===== src/verilog/rtx_pkg.sv =====
// Shared constants and types for the register and RAM transfer execution unit.
// Assumes a 10-bit instruction word and 4-bit data nibbles.
`default_nettype none
package rtx_pkg;
  // ==========================================================================
  // Widths
  localparam int RTX_INSTR_W = 10;
  localparam int RTX_NIB_W   = 4;
  localparam int RTX_E_W     = 8;
  localparam int RTX_Z_W     = 2;
  localparam int RTX_SP_W    = 3;
  localparam int RTX_ADDR_W  = RTX_Z_W + 2 * RTX_NIB_W;

  // ==========================================================================
  // Full opcodes
  localparam logic [9:0] RTX_OPC_MOVE_B_TO_ACC  = 10'h01E;
  localparam logic [9:0] RTX_OPC_MOVE_ACC_TO_B  = 10'h00E;
  localparam logic [9:0] RTX_OPC_MOVE_Y_TO_ACC  = 10'h01F;
  localparam logic [9:0] RTX_OPC_MOVE_ACC_TO_Y  = 10'h00C;
  localparam logic [9:0] RTX_OPC_MOVE_PAIR_TO_E = 10'h01A;
  localparam logic [9:0] RTX_OPC_MOVE_E_TO_PAIR = 10'h02A;
  localparam logic [9:0] RTX_OPC_MOVE_Z_TO_ACC  = 10'h053;
  localparam logic [9:0] RTX_OPC_MOVE_X_TO_ACC  = 10'h052;
  localparam logic [9:0] RTX_OPC_MOVE_SP_TO_ACC = 10'h050;
  localparam logic [9:0] RTX_OPC_INCREMENT_Y    = 10'h013;
  localparam logic [9:0] RTX_OPC_DECREMENT_Y    = 10'h017;

  // ==========================================================================
  // Opcode prefixes of the forms that carry an immediate
  localparam logic [1:0] RTX_PFX_LOAD_X_Y  = 2'h3;
  localparam logic [7:0] RTX_PFX_LOAD_Z    = 8'h12;
  localparam logic [5:0] RTX_PFX_RAM_LOAD  = 6'h2C;
  localparam logic [5:0] RTX_PFX_RAM_XCHG  = 6'h2D;
  localparam logic [5:0] RTX_PFX_RAM_XINC  = 6'h2E;
  localparam logic [5:0] RTX_PFX_RAM_XDEC  = 6'h2F;
  localparam logic [5:0] RTX_PFX_RAM_STORE = 6'h2B;

  // ==========================================================================
  // Skip conditions and reset values
  localparam logic [3:0] RTX_Y_INC_SKIP = 4'h0;
  localparam logic [3:0] RTX_Y_DEC_SKIP = 4'hF;
  localparam logic [3:0] RTX_NIB_RESET  = 4'h0;
  localparam logic [7:0] RTX_E_RESET    = 8'h00;
  localparam logic [1:0] RTX_Z_RESET    = 2'h0;

  typedef enum logic [4:0] {
    RTX_OP_NONE        = 5'h00,
    RTX_OP_B_TO_ACC    = 5'h01,
    RTX_OP_ACC_TO_B    = 5'h02,
    RTX_OP_Y_TO_ACC    = 5'h03,
    RTX_OP_ACC_TO_Y    = 5'h04,
    RTX_OP_PAIR_TO_E   = 5'h05,
    RTX_OP_E_TO_PAIR   = 5'h06,
    RTX_OP_Z_TO_ACC    = 5'h07,
    RTX_OP_X_TO_ACC    = 5'h08,
    RTX_OP_SP_TO_ACC   = 5'h09,
    RTX_OP_LOAD_X_Y    = 5'h0A,
    RTX_OP_LOAD_Z      = 5'h0B,
    RTX_OP_INC_Y       = 5'h0C,
    RTX_OP_DEC_Y       = 5'h0D,
    RTX_OP_RAM_LOAD    = 5'h0E,
    RTX_OP_RAM_XCHG    = 5'h0F,
    RTX_OP_RAM_XDEC    = 5'h10,
    RTX_OP_RAM_XINC    = 5'h11,
    RTX_OP_RAM_STORE   = 5'h12
  } rtx_op_type;
endpackage
`default_nettype wire


===== src/verilog/rtx_dec_if.sv =====
// Carries one instruction word to the decoder and the decoded operation back.
// Assumes both ends sit in the same clock domain; the path is combinational.
`timescale 1ns/1ps
`default_nettype none
interface rtx_dec_if;
  import rtx_pkg::*;
  logic [RTX_INSTR_W-1:0] instr;
  rtx_op_type             op;
  logic [RTX_NIB_W-1:0]   imm;
  modport dec (input instr, output op, output imm);
  modport exe (output instr, input op, input imm);
endinterface
`default_nettype wire


===== src/verilog/rtx_core.sv =====
// Execution unit for register moves, RAM address loads and RAM transfers.
// Assumes one instruction per valid cycle and a RAM that reads combinationally
// at the address shown on data_pointer_o.
`timescale 1ns/1ps
`default_nettype none
// What this block does
// - Z-to-accumulator move fills bits 1..0 from Z and clears bits 3..2.
// - X-to-accumulator move copies X into the accumulator; X keeps its value.
// - Stack pointer read fills accumulator bits 2..0, bit 3 becomes zero.
// - Top two opcode bits set means pair load: bits 7..4 to X, 3..0 to Y.
// - In a run of back-to-back pair loads only the first one executes.
// - Z immediate load writes instruction bits 1..0 into Z.
// - Y increment wraps at 16 and skips the next instruction on zero.
// - Y decrement subtracts one modulo 16.
// - Any Y decrement that leaves fifteen skips the following instruction.
// - RAM load puts the addressed word in the accumulator, then X ^= j.
// - RAM exchange swaps accumulator and addressed word, then X ^= j.
// - Exchange with decrement swaps, applies X ^= j and decrements Y.
// - Exchange with increment swaps, applies X ^= j, increments Y with skip.
// - RAM store writes the accumulator to the addressed word, then X ^= j.
// - B-to-accumulator move copies B; B keeps its value.
// - Accumulator-to-B move copies the accumulator; accumulator unchanged.
// - Y-to-accumulator and accumulator-to-Y moves copy between the two.
// - Pair-to-E move puts B in E high nibble and accumulator in low nibble.
// - E-to-pair move puts E high nibble in B and low nibble in accumulator.
module rtx_core #(
  parameter int NIB_W = rtx_pkg::RTX_NIB_W
) (
  input  wire logic                           clk_i,
  input  wire logic                           rstn_i,
  input  wire logic                           instr_valid_i,
  input  wire logic [rtx_pkg::RTX_INSTR_W-1:0] instr_i,
  input  wire logic [rtx_pkg::RTX_SP_W-1:0]   stack_ptr_i,
  input  wire logic [rtx_pkg::RTX_NIB_W-1:0]  ram_rdata_i,
  output logic      [rtx_pkg::RTX_NIB_W-1:0]  acc_o,
  output logic      [rtx_pkg::RTX_NIB_W-1:0]  b_o,
  output logic      [rtx_pkg::RTX_NIB_W-1:0]  x_o,
  output logic      [rtx_pkg::RTX_NIB_W-1:0]  y_o,
  output logic      [rtx_pkg::RTX_Z_W-1:0]    z_o,
  output logic      [rtx_pkg::RTX_E_W-1:0]    e_o,
  output logic      [rtx_pkg::RTX_ADDR_W-1:0] data_pointer_o,
  output logic                                ram_we_o,
  output logic      [rtx_pkg::RTX_ADDR_W-1:0] ram_waddr_o,
  output logic      [rtx_pkg::RTX_NIB_W-1:0]  ram_wdata_o,
  output logic                                skip_pending_o
);
  import rtx_pkg::*;

  if (NIB_W != RTX_NIB_W) begin : g_width_check
    $error("rtx_core serves only 4-bit data nibbles");
  end

  // ==========================================================================
  // Decode
  rtx_dec_if dec_bus ();
  assign dec_bus.instr = instr_i;

  rtx_decode u_decode (
    .bus (dec_bus)
  );

  // ==========================================================================
  // State
  logic [RTX_NIB_W-1:0]  acc_r, acc_nxt;
  logic [RTX_NIB_W-1:0]  b_r, b_nxt;
  logic [RTX_NIB_W-1:0]  x_r, x_nxt;
  logic [RTX_NIB_W-1:0]  y_r, y_nxt;
  logic [RTX_Z_W-1:0]    z_r, z_nxt;
  logic [RTX_E_W-1:0]    e_r, e_nxt;
  logic                  we_r, we_nxt;
  logic [RTX_ADDR_W-1:0] waddr_r, waddr_nxt;
  logic [RTX_NIB_W-1:0]  wdata_r, wdata_nxt;
  logic                  skip_r, skip_nxt;
  logic                  pair_run_r, pair_run_nxt;
  logic                  execute;
  logic                  y_inc, y_dec, y_skip;
  logic [RTX_NIB_W-1:0]  y_stepped;
  rtx_op_type            op;
  logic [RTX_NIB_W-1:0]  imm;
  logic [RTX_NIB_W-1:0]  ram_word;

  assign op  = dec_bus.op;
  assign imm = dec_bus.imm;

  // A skipped word, and a pair load that follows another pair load, do nothing.
  assign execute = instr_valid_i && !skip_r
                   && !(op == RTX_OP_LOAD_X_Y && pair_run_r);

  assign y_inc = execute && (op == RTX_OP_INC_Y || op == RTX_OP_RAM_XINC);
  assign y_dec = execute && (op == RTX_OP_DEC_Y || op == RTX_OP_RAM_XDEC);

  rtx_y_step u_y_step (
    .y_i    (y_r),
    .inc_i  (y_inc),
    .dec_i  (y_dec),
    .y_o    (y_stepped),
    .skip_o (y_skip)
  );

  // ==========================================================================
  // Read data
  // A write still waiting in the output register is newer than the RAM word.
  assign ram_word = (we_r && waddr_r == {z_r, x_r, y_r}) ? wdata_r : ram_rdata_i;

  // ==========================================================================
  // Next state
  always_comb begin
    acc_nxt      = acc_r;
    b_nxt        = b_r;
    x_nxt        = x_r;
    y_nxt        = y_stepped;
    z_nxt        = z_r;
    e_nxt        = e_r;
    we_nxt       = 1'b0;
    waddr_nxt    = waddr_r;
    wdata_nxt    = wdata_r;
    skip_nxt     = skip_r;
    pair_run_nxt = pair_run_r;
    if (instr_valid_i) begin
      // Every valid word, skipped or not, updates the skip and pair-run flags.
      skip_nxt     = y_skip;
      pair_run_nxt = (op == RTX_OP_LOAD_X_Y);
    end
    if (execute) begin
      case (op)
        RTX_OP_B_TO_ACC: begin
          acc_nxt = b_r;
        end
        RTX_OP_ACC_TO_B: begin
          b_nxt = acc_r;
        end
        RTX_OP_Y_TO_ACC: begin
          acc_nxt = y_r;
        end
        RTX_OP_ACC_TO_Y: begin
          y_nxt = acc_r;
        end
        RTX_OP_PAIR_TO_E: begin
          e_nxt = {b_r, acc_r};
        end
        RTX_OP_E_TO_PAIR: begin
          b_nxt   = e_r[7:4];
          acc_nxt = e_r[3:0];
        end
        RTX_OP_Z_TO_ACC: begin
          acc_nxt = {2'h0, z_r};
        end
        RTX_OP_X_TO_ACC: begin
          acc_nxt = x_r;
        end
        RTX_OP_SP_TO_ACC: begin
          acc_nxt = {1'h0, stack_ptr_i};
        end
        RTX_OP_LOAD_X_Y: begin
          x_nxt = instr_i[7:4];
          y_nxt = instr_i[3:0];
        end
        RTX_OP_LOAD_Z: begin
          z_nxt = instr_i[1:0];
        end
        RTX_OP_RAM_LOAD: begin
          acc_nxt = ram_word;
          x_nxt   = x_r ^ imm;
        end
        RTX_OP_RAM_XCHG, RTX_OP_RAM_XDEC, RTX_OP_RAM_XINC: begin
          // The write lands one cycle later at the address of this cycle.
          acc_nxt   = ram_word;
          we_nxt    = 1'b1;
          waddr_nxt = {z_r, x_r, y_r};
          wdata_nxt = acc_r;
          x_nxt     = x_r ^ imm;
        end
        RTX_OP_RAM_STORE: begin
          we_nxt    = 1'b1;
          waddr_nxt = {z_r, x_r, y_r};
          wdata_nxt = acc_r;
          x_nxt     = x_r ^ imm;
        end
        default: begin
          acc_nxt = acc_r;
        end
      endcase
    end
  end

  always_ff @(posedge clk_i or negedge rstn_i) begin
    if (!rstn_i) begin
      acc_r      <= RTX_NIB_RESET;
      b_r        <= RTX_NIB_RESET;
      x_r        <= RTX_NIB_RESET;
      y_r        <= RTX_NIB_RESET;
      z_r        <= RTX_Z_RESET;
      e_r        <= RTX_E_RESET;
      we_r       <= 1'b0;
      waddr_r    <= '0;
      wdata_r    <= RTX_NIB_RESET;
      skip_r     <= 1'b0;
      pair_run_r <= 1'b0;
    end else begin
      acc_r      <= acc_nxt;
      b_r        <= b_nxt;
      x_r        <= x_nxt;
      y_r        <= y_nxt;
      z_r        <= z_nxt;
      e_r        <= e_nxt;
      we_r       <= we_nxt;
      waddr_r    <= waddr_nxt;
      wdata_r    <= wdata_nxt;
      skip_r     <= skip_nxt;
      pair_run_r <= pair_run_nxt;
    end
  end

  assign acc_o          = acc_r;
  assign b_o            = b_r;
  assign x_o            = x_r;
  assign y_o            = y_r;
  assign z_o            = z_r;
  assign e_o            = e_r;
  assign data_pointer_o = {z_r, x_r, y_r};
  assign ram_we_o       = we_r;
  assign ram_waddr_o    = waddr_r;
  assign ram_wdata_o    = wdata_r;
  assign skip_pending_o = skip_r;
endmodule
`default_nettype wire


===== src/verilog/rtx_decode.sv =====
// Combinational decoder for the transfer instruction group.
// Assumes the word on the interface is the instruction of the current cycle.
`timescale 1ns/1ps
`default_nettype none
module rtx_decode (
  rtx_dec_if.dec bus
);
  import rtx_pkg::*;

  always_comb begin
    bus.op  = RTX_OP_NONE;
    bus.imm = bus.instr[3:0];
    if (bus.instr[9:8] == RTX_PFX_LOAD_X_Y) begin
      bus.op = RTX_OP_LOAD_X_Y;
    end else if (bus.instr[9:2] == RTX_PFX_LOAD_Z) begin
      bus.op = RTX_OP_LOAD_Z;
    end else if (bus.instr[9:4] == RTX_PFX_RAM_LOAD) begin
      bus.op = RTX_OP_RAM_LOAD;
    end else if (bus.instr[9:4] == RTX_PFX_RAM_XCHG) begin
      bus.op = RTX_OP_RAM_XCHG;
    end else if (bus.instr[9:4] == RTX_PFX_RAM_XDEC) begin
      bus.op = RTX_OP_RAM_XDEC;
    end else if (bus.instr[9:4] == RTX_PFX_RAM_XINC) begin
      bus.op = RTX_OP_RAM_XINC;
    end else if (bus.instr[9:4] == RTX_PFX_RAM_STORE) begin
      bus.op = RTX_OP_RAM_STORE;
    end else if (bus.instr == RTX_OPC_MOVE_B_TO_ACC) begin
      bus.op = RTX_OP_B_TO_ACC;
    end else if (bus.instr == RTX_OPC_MOVE_ACC_TO_B) begin
      bus.op = RTX_OP_ACC_TO_B;
    end else if (bus.instr == RTX_OPC_MOVE_Y_TO_ACC) begin
      bus.op = RTX_OP_Y_TO_ACC;
    end else if (bus.instr == RTX_OPC_MOVE_ACC_TO_Y) begin
      bus.op = RTX_OP_ACC_TO_Y;
    end else if (bus.instr == RTX_OPC_MOVE_PAIR_TO_E) begin
      bus.op = RTX_OP_PAIR_TO_E;
    end else if (bus.instr == RTX_OPC_MOVE_E_TO_PAIR) begin
      bus.op = RTX_OP_E_TO_PAIR;
    end else if (bus.instr == RTX_OPC_MOVE_Z_TO_ACC) begin
      bus.op = RTX_OP_Z_TO_ACC;
    end else if (bus.instr == RTX_OPC_MOVE_X_TO_ACC) begin
      bus.op = RTX_OP_X_TO_ACC;
    end else if (bus.instr == RTX_OPC_MOVE_SP_TO_ACC) begin
      bus.op = RTX_OP_SP_TO_ACC;
    end else if (bus.instr == RTX_OPC_INCREMENT_Y) begin
      bus.op = RTX_OP_INC_Y;
    end else if (bus.instr == RTX_OPC_DECREMENT_Y) begin
      bus.op = RTX_OP_DEC_Y;
    end
  end
endmodule
`default_nettype wire


===== src/verilog/rtx_y_step.sv =====
// Increment and decrement of register Y with the skip outcome.
// Assumes at most one of the two requests is high.
`timescale 1ns/1ps
`default_nettype none
module rtx_y_step (
  input  wire logic [rtx_pkg::RTX_NIB_W-1:0] y_i,
  input  wire logic                          inc_i,
  input  wire logic                          dec_i,
  output logic      [rtx_pkg::RTX_NIB_W-1:0] y_o,
  output logic                               skip_o
);
  import rtx_pkg::*;

  always_comb begin
    y_o    = y_i;
    skip_o = 1'b0;
    if (inc_i) begin
      y_o    = y_i + 4'h1;
      skip_o = (y_o == RTX_Y_INC_SKIP);
    end else if (dec_i) begin
      y_o    = y_i - 4'h1;
      skip_o = (y_o == RTX_Y_DEC_SKIP);
    end
  end
endmodule
`default_nettype wire

===== config.mk =====
export PLATFORM = sky130hd
export DESIGN_NAME = rtx_core
export DESIGN_NICKNAME = d
export VERILOG_FILES = /design/src/verilog/rtx_pkg.sv /design/src/verilog/rtx_dec_if.sv /design/src/verilog/rtx_core.sv /design/src/verilog/rtx_decode.sv /design/src/verilog/rtx_y_step.sv
export SDC_FILE = /design/constraint.sdc
export NUM_CORES = 1
export LEC_CHECK = 0
export BUFFER_PORTS_ARGS = -buffer_cell sky130_fd_sc_hd__buf_4
export CAP_MARGIN = 20
export CORE_MARGIN = 3
export CORE_UTILIZATION = 30
export DETAILED_ROUTE_END_ITERATION = 16
export GPL_ROUTABILITY_DRIVEN = 0
export RECOVER_POWER = 50
export SYNTH_ARGS = -nofsm -noshare
export SYNTH_HDL_FRONTEND = slang
export SYNTH_SLANG_ARGS = --single-unit

===== constraint.sdc =====
create_clock -name clk_i -period 2.89 [get_ports clk_i]
set_clock_uncertainty 0.05 [all_clocks]
set_input_delay 0.4335 -clock clk_i [delete_from_list [all_inputs] [get_ports clk_i]]
set_output_delay 0.4335 -clock clk_i [all_outputs]
set_load 0.01 [all_outputs]

Word level (Yosys, flattened, before mapping)

Index checks and enable logic that the tools add are counted.

Add/subtract/negate cells: 2
$mul: 0
Div/mod/pow operators: 0
Magnitude comparators: 0
Equal/unequal tests: 38
Shift-type cells: 0
Multiplexer cells: 30
Bitwise operators: 1
Reduce and logical (&&, ||, !) cells: 23

Operators with widths:

| kind                | number |
|---|---|
| $mux 5              | 17 |
| $eq 10x5->1 const B | 5 |
| $eq 5x4->1 const B  | 8 |
| $eq 10x7->1 const B | 3 |
| $eq 6x6->1 const B  | 5 |
| $pmux 4 s7          | 1 |
| $pmux 4 s2          | 3 |
| $eq 10x4->1 const B | 2 |
| $eq 5x3->1 const B  | 4 |
| $mux 4              | 5 |
| $eq 5x5->1 const B  | 3 |
| $reduce_and 2->1    | 6 |
| $eq 10x10->1        | 1 |
| $eq 10x6->1 const B | 1 |
| $eq 5x2->1 const B  | 2 |
| $eq 8x5->1 const B  | 1 |
| $reduce_or 4->1     | 2 |
| $reduce_bool 7->1   | 1 |
| $logic_and 1x1->1   | 6 |
| $eq 5x1->1 const B  | 1 |
| $reduce_or 5->1     | 1 |
| $add 4x1->4 const B | 1 |
| $eq 4x4->1 const B  | 1 |
| $logic_not 4->1     | 1 |
| other kinds (7)     | 13 |

Bits in registers: 43
Latch bits: 0
RAM bits: 0
Bits in read-only memories: 0
Input bits: 20
Output and inout bits: 52
Logic and storage cells: 105
Memories: 0

Longest topological paths before layout

Depth after elaboration: 28
Gate-level depth with buffers: 9
Mapped depth without buffers: 6

Modules after synthesis

Synthesis repeated with hierarchy kept, for this count alone.

Cell total of the unflattened synthesis: 306
Area, all modules: 3034.2 um2

By module, submodules not included:

| module     | instances | cells each | area each (um2) | sequential area each (um2) |
|---|---|---|---|---|
| rtx_core   | 1         | 226        | 2492.4          | 1076.0 |
| rtx_decode | 1         | 50         | 336.6           | 0.0 |
| rtx_y_step | 1         | 30         | 205.2           | 0.0 |

Worst setup path before layout

No wires, ideal clock.

Path type: in2reg
Start: in instr_i[9] (netlist name)
End: reg waddr_r[0], in the netlist ram_waddr_o[0]
Library setup time: 128 ps
Arrival: 2522 ps
Required time: 2712 ps
Path slack: 190 ps
Cell stages on the path: 8
Path buffers: 2
Cell sequence: buf_6 or4_4 or3_4 nand2_2 o31ai_2 o31ai_4 buf_4 mux2_1

Longest elaborated chain between the ends: 24
Elaborated cells on any way between the ends: 46
Classes of those cells: eq/ne: 23; mux: 18; reduce/logical: 5

RTL lines:

| what                                  | RTL line         | source |
|---|---|---|
| start: declaration                    | rtx_core.sv:32   | `input wire logic [rtx_pkg::RTX_INSTR_W-1:0] instr_i,` |
| $eq 10x5->1                           | rtx_decode.sv:47 | `end else if (bus.instr == RTX_OPC_DECREMENT_Y) begin` |
| $mux 4                                | rtx_decode.sv:47 |  |
| $mux 5                                | rtx_decode.sv:45 | `end else if (bus.instr == RTX_OPC_INCREMENT_Y) begin` |
| $mux 5                                | rtx_decode.sv:43 | `end else if (bus.instr == RTX_OPC_MOVE_SP_TO_ACC) begin` |
| $mux 5                                | rtx_decode.sv:41 | `end else if (bus.instr == RTX_OPC_MOVE_X_TO_ACC) begin` |
| $mux 5                                | rtx_decode.sv:39 | `end else if (bus.instr == RTX_OPC_MOVE_Z_TO_ACC) begin` |
| $mux 5                                | rtx_decode.sv:37 | `end else if (bus.instr == RTX_OPC_MOVE_E_TO_PAIR) begin` |
| $mux 5                                | rtx_decode.sv:35 | `end else if (bus.instr == RTX_OPC_MOVE_PAIR_TO_E) begin` |
| [8 not listed]                        | n/a              |  |
| $mux 5                                | rtx_decode.sv:17 | `end else if (bus.instr[9:4] == RTX_PFX_RAM_LOAD) begin` |
| $mux 5                                | rtx_decode.sv:15 | `end else if (bus.instr[9:2] == RTX_PFX_LOAD_Z) begin` |
| $mux 5 (*)                            | rtx_decode.sv:13 | `if (bus.instr[9:8] == RTX_PFX_LOAD_X_Y) begin` |
| $eq 5x4->1                            | rtx_core.sv:87   | `&& !(op == RTX_OP_LOAD_X_Y && pair_run_r);` |
| $logic_and 1x1->1                     | rtx_core.sv:87   |  |
| $logic_not 1->1                       | rtx_core.sv:87   |  |
| $logic_and 1x1->1                     | rtx_core.sv:87   |  |
| $reduce_and 2->1 (no source line) (*) | n/a              |  |
| end signal: assignment                | rtx_core.sv:207  | `waddr_r <= waddr_nxt;` |
| end: declaration                      | rtx_core.sv:71   | `logic [RTX_ADDR_W-1:0] waddr_r, waddr_nxt;` |

Mark *: on every way between the ends. The rest lies on a longest branch, timed or not.
A chain may end at the register's enable or synchronous reset.

Final worst setup path

Start: in instr_i[9] (netlist name)
End: reg y_r[1], in the netlist y_o[1]

Longest elaborated chain between the ends: 28
Elaborated cells on any way between the ends: 53
Classes of those cells: eq/ne: 24; mux: 22; reduce/logical: 7

RTL lines:

| what                   | RTL line         | source |
|---|---|---|
| $eq 10x5->1            | rtx_decode.sv:47 |  |
| $mux 4                 | rtx_decode.sv:47 |  |
| $mux 5                 | rtx_decode.sv:45 |  |
| $mux 5                 | rtx_decode.sv:43 |  |
| $mux 5                 | rtx_decode.sv:41 |  |
| $mux 5                 | rtx_decode.sv:39 |  |
| $mux 5                 | rtx_decode.sv:37 |  |
| $mux 5                 | rtx_decode.sv:35 |  |
| [13 not listed]        | n/a              |  |
| $logic_not 1->1        | rtx_core.sv:87   |  |
| $logic_and 1x1->1      | rtx_core.sv:87   |  |
| $logic_and 1x1->1      | rtx_core.sv:90   | `assign y_dec = execute && (op == RTX_OP_DEC_Y \|\| op == RTX_OP_RAM_XDEC);` |
| $mux 4                 | rtx_y_step.sv:20 | `end else if (dec_i) begin` |
| $mux 4                 | rtx_y_step.sv:17 | `if (inc_i) begin` |
| $pmux 4 s2             | rtx_core.sv:125  | `case (op)` |
| $mux 4 (*)             | rtx_core.sv:124  | `if (execute) begin` |
| via y_nxt[1]           | rtx_core.sv:67   | `logic [RTX_NIB_W-1:0] y_r, y_nxt;` |
| end signal: assignment | rtx_core.sv:203  | `y_r <= y_nxt;` |
| end: declaration       | rtx_core.sv:67   |  |

Mark *: on every way through the listed nets, which the timed path passes. The rest lies on a longest branch.

==> summary.txt <==
Run status
  • Status: finished, violations left
  • Failing checks: capacitance limit, slew limit

Logic synthesis
  • Syn Inst Count: 317
  • Async SR Flop Fraction: 100%
  • Synthesis Warnings: 0
  • Most common flop cell mapped by yosys: dfrtp_1
  • Synth cell types: 67
  • Synth Register Bits: 43
  • Seq/Total Area, Yosys: between 30% and 40%
  • Synth Cell Area: between 0.003 and 0.004 mm2
  • Syn_area_per_cell: between 9 and 10 um2
  • Syn nets: 340
  • EDFF count, synth: 0

CTS
  • Clock Tree Buf Depth: 2
  • Root Buffer: clkbuf_8
  • CTS clk-pin slew, worst paths: approximately 0.1 ns
  • CTS tree: yes
  • Post-CTS sizing: 0
  • CTS H-tree lvls: 2
  • CTS buffer count: 5
  • Post-CTS setup buffers: 0
  • Sink Count: between 40 and 50
  • # hold bufs at CTS: 0
  • Worst skew pair latency: roughly 0.31 ns

Power
  • Switch Pwr: 0.000728 W
  • Clock Power Share: a little over a fifth
  • Sw Share: roughly 37%
  • Part of the power in registers: between 40% and 50%
  • Internal power: 0.00121 W
  • PwrDens: 522 mW/mm2
  • Comb power frac: between 30% and 40%
  • Leak Pwr: ~1.6 nW
  • Peak VDD IR: 0.204 mV

Floorplan
  • Core area: ~0.0098 mm2
  • Cell row count: 36
  • # IOs: slightly above 70
  • Initial Utilization: between 30% and 40%
  • Die Y: about 110 um
  • Die X: 107 um
  • Die area: ~0.011 mm2

Timing
  • Unrepaired setup endpoints after global routing: no
  • Tmin final: 2.51 ns
  • Actual slew at the worst max-slew pin: roughly 2.4 ns
  • Final hold slack: roughly 0.33 ns
  • Hold violation total from the final report: 0
  • Setup TNS: 0 ns
  • Final Max Slew Viols: 44
  • Final period util: about 87%
  • Setup Viol. Count Final: 0
  • Max frequency: between 300 and 400 MHz
  • Slew margin rel.: -57.0%

Finish
  • Final core utilization: between 30% and 40%
  • ANT cells: 0
  • Commonest non-fill, non-tap cell in the layout: buf_4
  • Commonest cells after routing, fill and taps aside: buf_4 (63), dfrtp_1 (43), nand2_1 (27), clkbuf_1 (26), mux2_2 (22)
  • Layout net count: 405
  • Design area: around 0.0037 mm2
  • Area Overhead vs Synth: 22.0%
  • Layout cells sized above 1: 30.0%

Detailed routing
  • Via count: roughly 2700
  • Final ANT Viol Nets: 0
  • WL final: around 9 mm
  • WL/cell: 17.3 um
  • Drt first pass iters: 4
  • Avg Vias per Cell: between 5 and 6
  • Iter 0 DRT Violations: 201
  • DRC viols: 0

Setup path
  • Critical Path AT: about 2.7 ns
  • Critical path peak fanout: 10
  • Worst-path cell chain: buf_4, or4b_1, nor4_1, o31ai_1, a21oi_2, nand3b_1, a41o_1
  • Worst Setup End Kind: flip-flop
  • Worst path bufs/invs: 1
  • Critical path type: primary input to flip-flop
  • Top Family by Delay on Critical Path: simple AND/OR/NAND/NOR gates
  • Slowest CP cell: or4b_1
  • Max stage delay on crit path: 0.62 ns
  • Required @ worst endpoint: ~3 ns
  • Startpoint types: primary input

GRT
  • Pin count of the biggest net entering global routing: between 40 and 50
  • Met1 global-route usage: a little under a quarter
  • Total Routing Usage GR: around 16%
  • Global routing usage on met3: roughly 2.2%
  • Busiest layer in global routing: met2
  • M2 GR Usage: between 20% and 30%
  • GRT overflow: 0
  • Vias in the first global route: approximately 2700
  • First-pass GRT wire length: 14.6 mm
  • Number of antenna violations at the first check in global routing: 0

Job
  • Max cap viols: 1

Place
  • DP HPWL: roughly 6.8 mm
  • Post-Place Cell Area: around 0.0037 mm2
  • # port buffers: 71

Worst hold path
  • Hold crit path type: primary input to flip-flop
metal layers:
layer	share of wire [%]	wire (um)	vias up
li1	-	-	1279
met1	47	4170	1353
met2	46	4140	95
met3	5.3	469	8
met4	1.7	155	0
met5	0	0	-
through the flow:
stage / std cells / setup slack (ns) / total power [W]
floorplan: 317 / 0.190 / 0.00126
global placement: 508 / 0.126 / 0.00156
detailed placement: 508 / 0.0895 / 0.00158
CTS: 516 / 0.424 / 0.00201
global route: 516 / 0.160 / 0.00206
finish: 516 / 0.383 / 0.00194
cell usage after synthesis, types with 3 or more instances:
cell type  count  area share, %
a211oi_1       3           0.74
a21oi_1        6           0.99
a221oi_1       4            1.1
a22oi_1        7            1.7
and2_1         6            1.2
buf_4         11            2.7
clkbuf_1      17            2.1
dfrtp_1       43             35
ha_1           3            1.2
inv_1         10            1.2
mux2_1         9            3.3
mux2_2        22            8.1
mux2_4         4            2.0
mux2i_1        7            2.3
nand2_1       27            3.3
nand2b_1       4           0.82
nand3_1        9            1.5
nand3b_1       4           0.99
nand4_1        4           0.82
nor2_1        18            2.2
nor2b_1        3           0.62
nor3_1         8            1.3
nor4_1         4           0.82
o211ai_1       3           0.74
o21ai_0       12            2.0
o22ai_1        5            1.0
or2_2          3           0.62
xnor2_1       12            3.4
cell families after synthesis:
| logic type | synth area share, % |
|---|---|
| buffers and inverters | 7.06 |
| xor gates and xnor gates | 4.02 |
| muxes | 15.7 |
| and+or+nand+nor | 21.1 |
| adders and majority gates | 1.23 |
| DFF | 35.3 |
| AOI/OAI and AO/OA | 15.6 |
final timing paths:
kind | end | slack, ns | cells after the start | start
max | y_o[1] | 0.38 | 7 | instr_i[9]
min | pair_run_r | 0.33 | 2 | instr_valid_i
max reg2reg | e_o[2] | 0.91 | 3 | skip_pending_o
min reg2reg | ram_wdata_o[3] | 0.48 | 1 | ram_wdata_o[3]
max in group asynchronous | b_o[2] | 0.68 | 1 | rstn_i
min in group asynchronous | ram_waddr_o[4] | 0.76 | 1 | rstn_i
power by group through the flow:
stage          clock [W]  sequential [W]  combinational [W]
4_1_cts         0.000438        0.000814           0.000756
3_3_place_gp           0        0.000822           0.000742
2_1_floorplan          0        0.000833           0.000423
5_1_grt         0.000451        0.000830           0.000780
3_5_place_dp           0        0.000826           0.000752
6_report        0.000426        0.000809           0.000706
cell type report:
type | count | area (um2)
Fill cell | 1063 | 6100
Clock inverter | 3 | 23.8
Clock buffer | 5 | 68.8
Inverter | 10 | 37.5
Tap cell | 133 | 166
Timing Repair Buffer | 90 | 591
Multi-Input combinational cell | 232 | 1760
Sequential cell | 43 | 1080
registers in the layout, summed over array words and instances (netlist names), 2 cells and up:
register / count
ram_waddr_o: 10
ram_wdata_o: 4
e_o: 8
x_o: 4
y_o: 4
z_o: 2
b_o: 4
acc_o: 4
No activity file was read; power rests on OpenSTA's default activity.
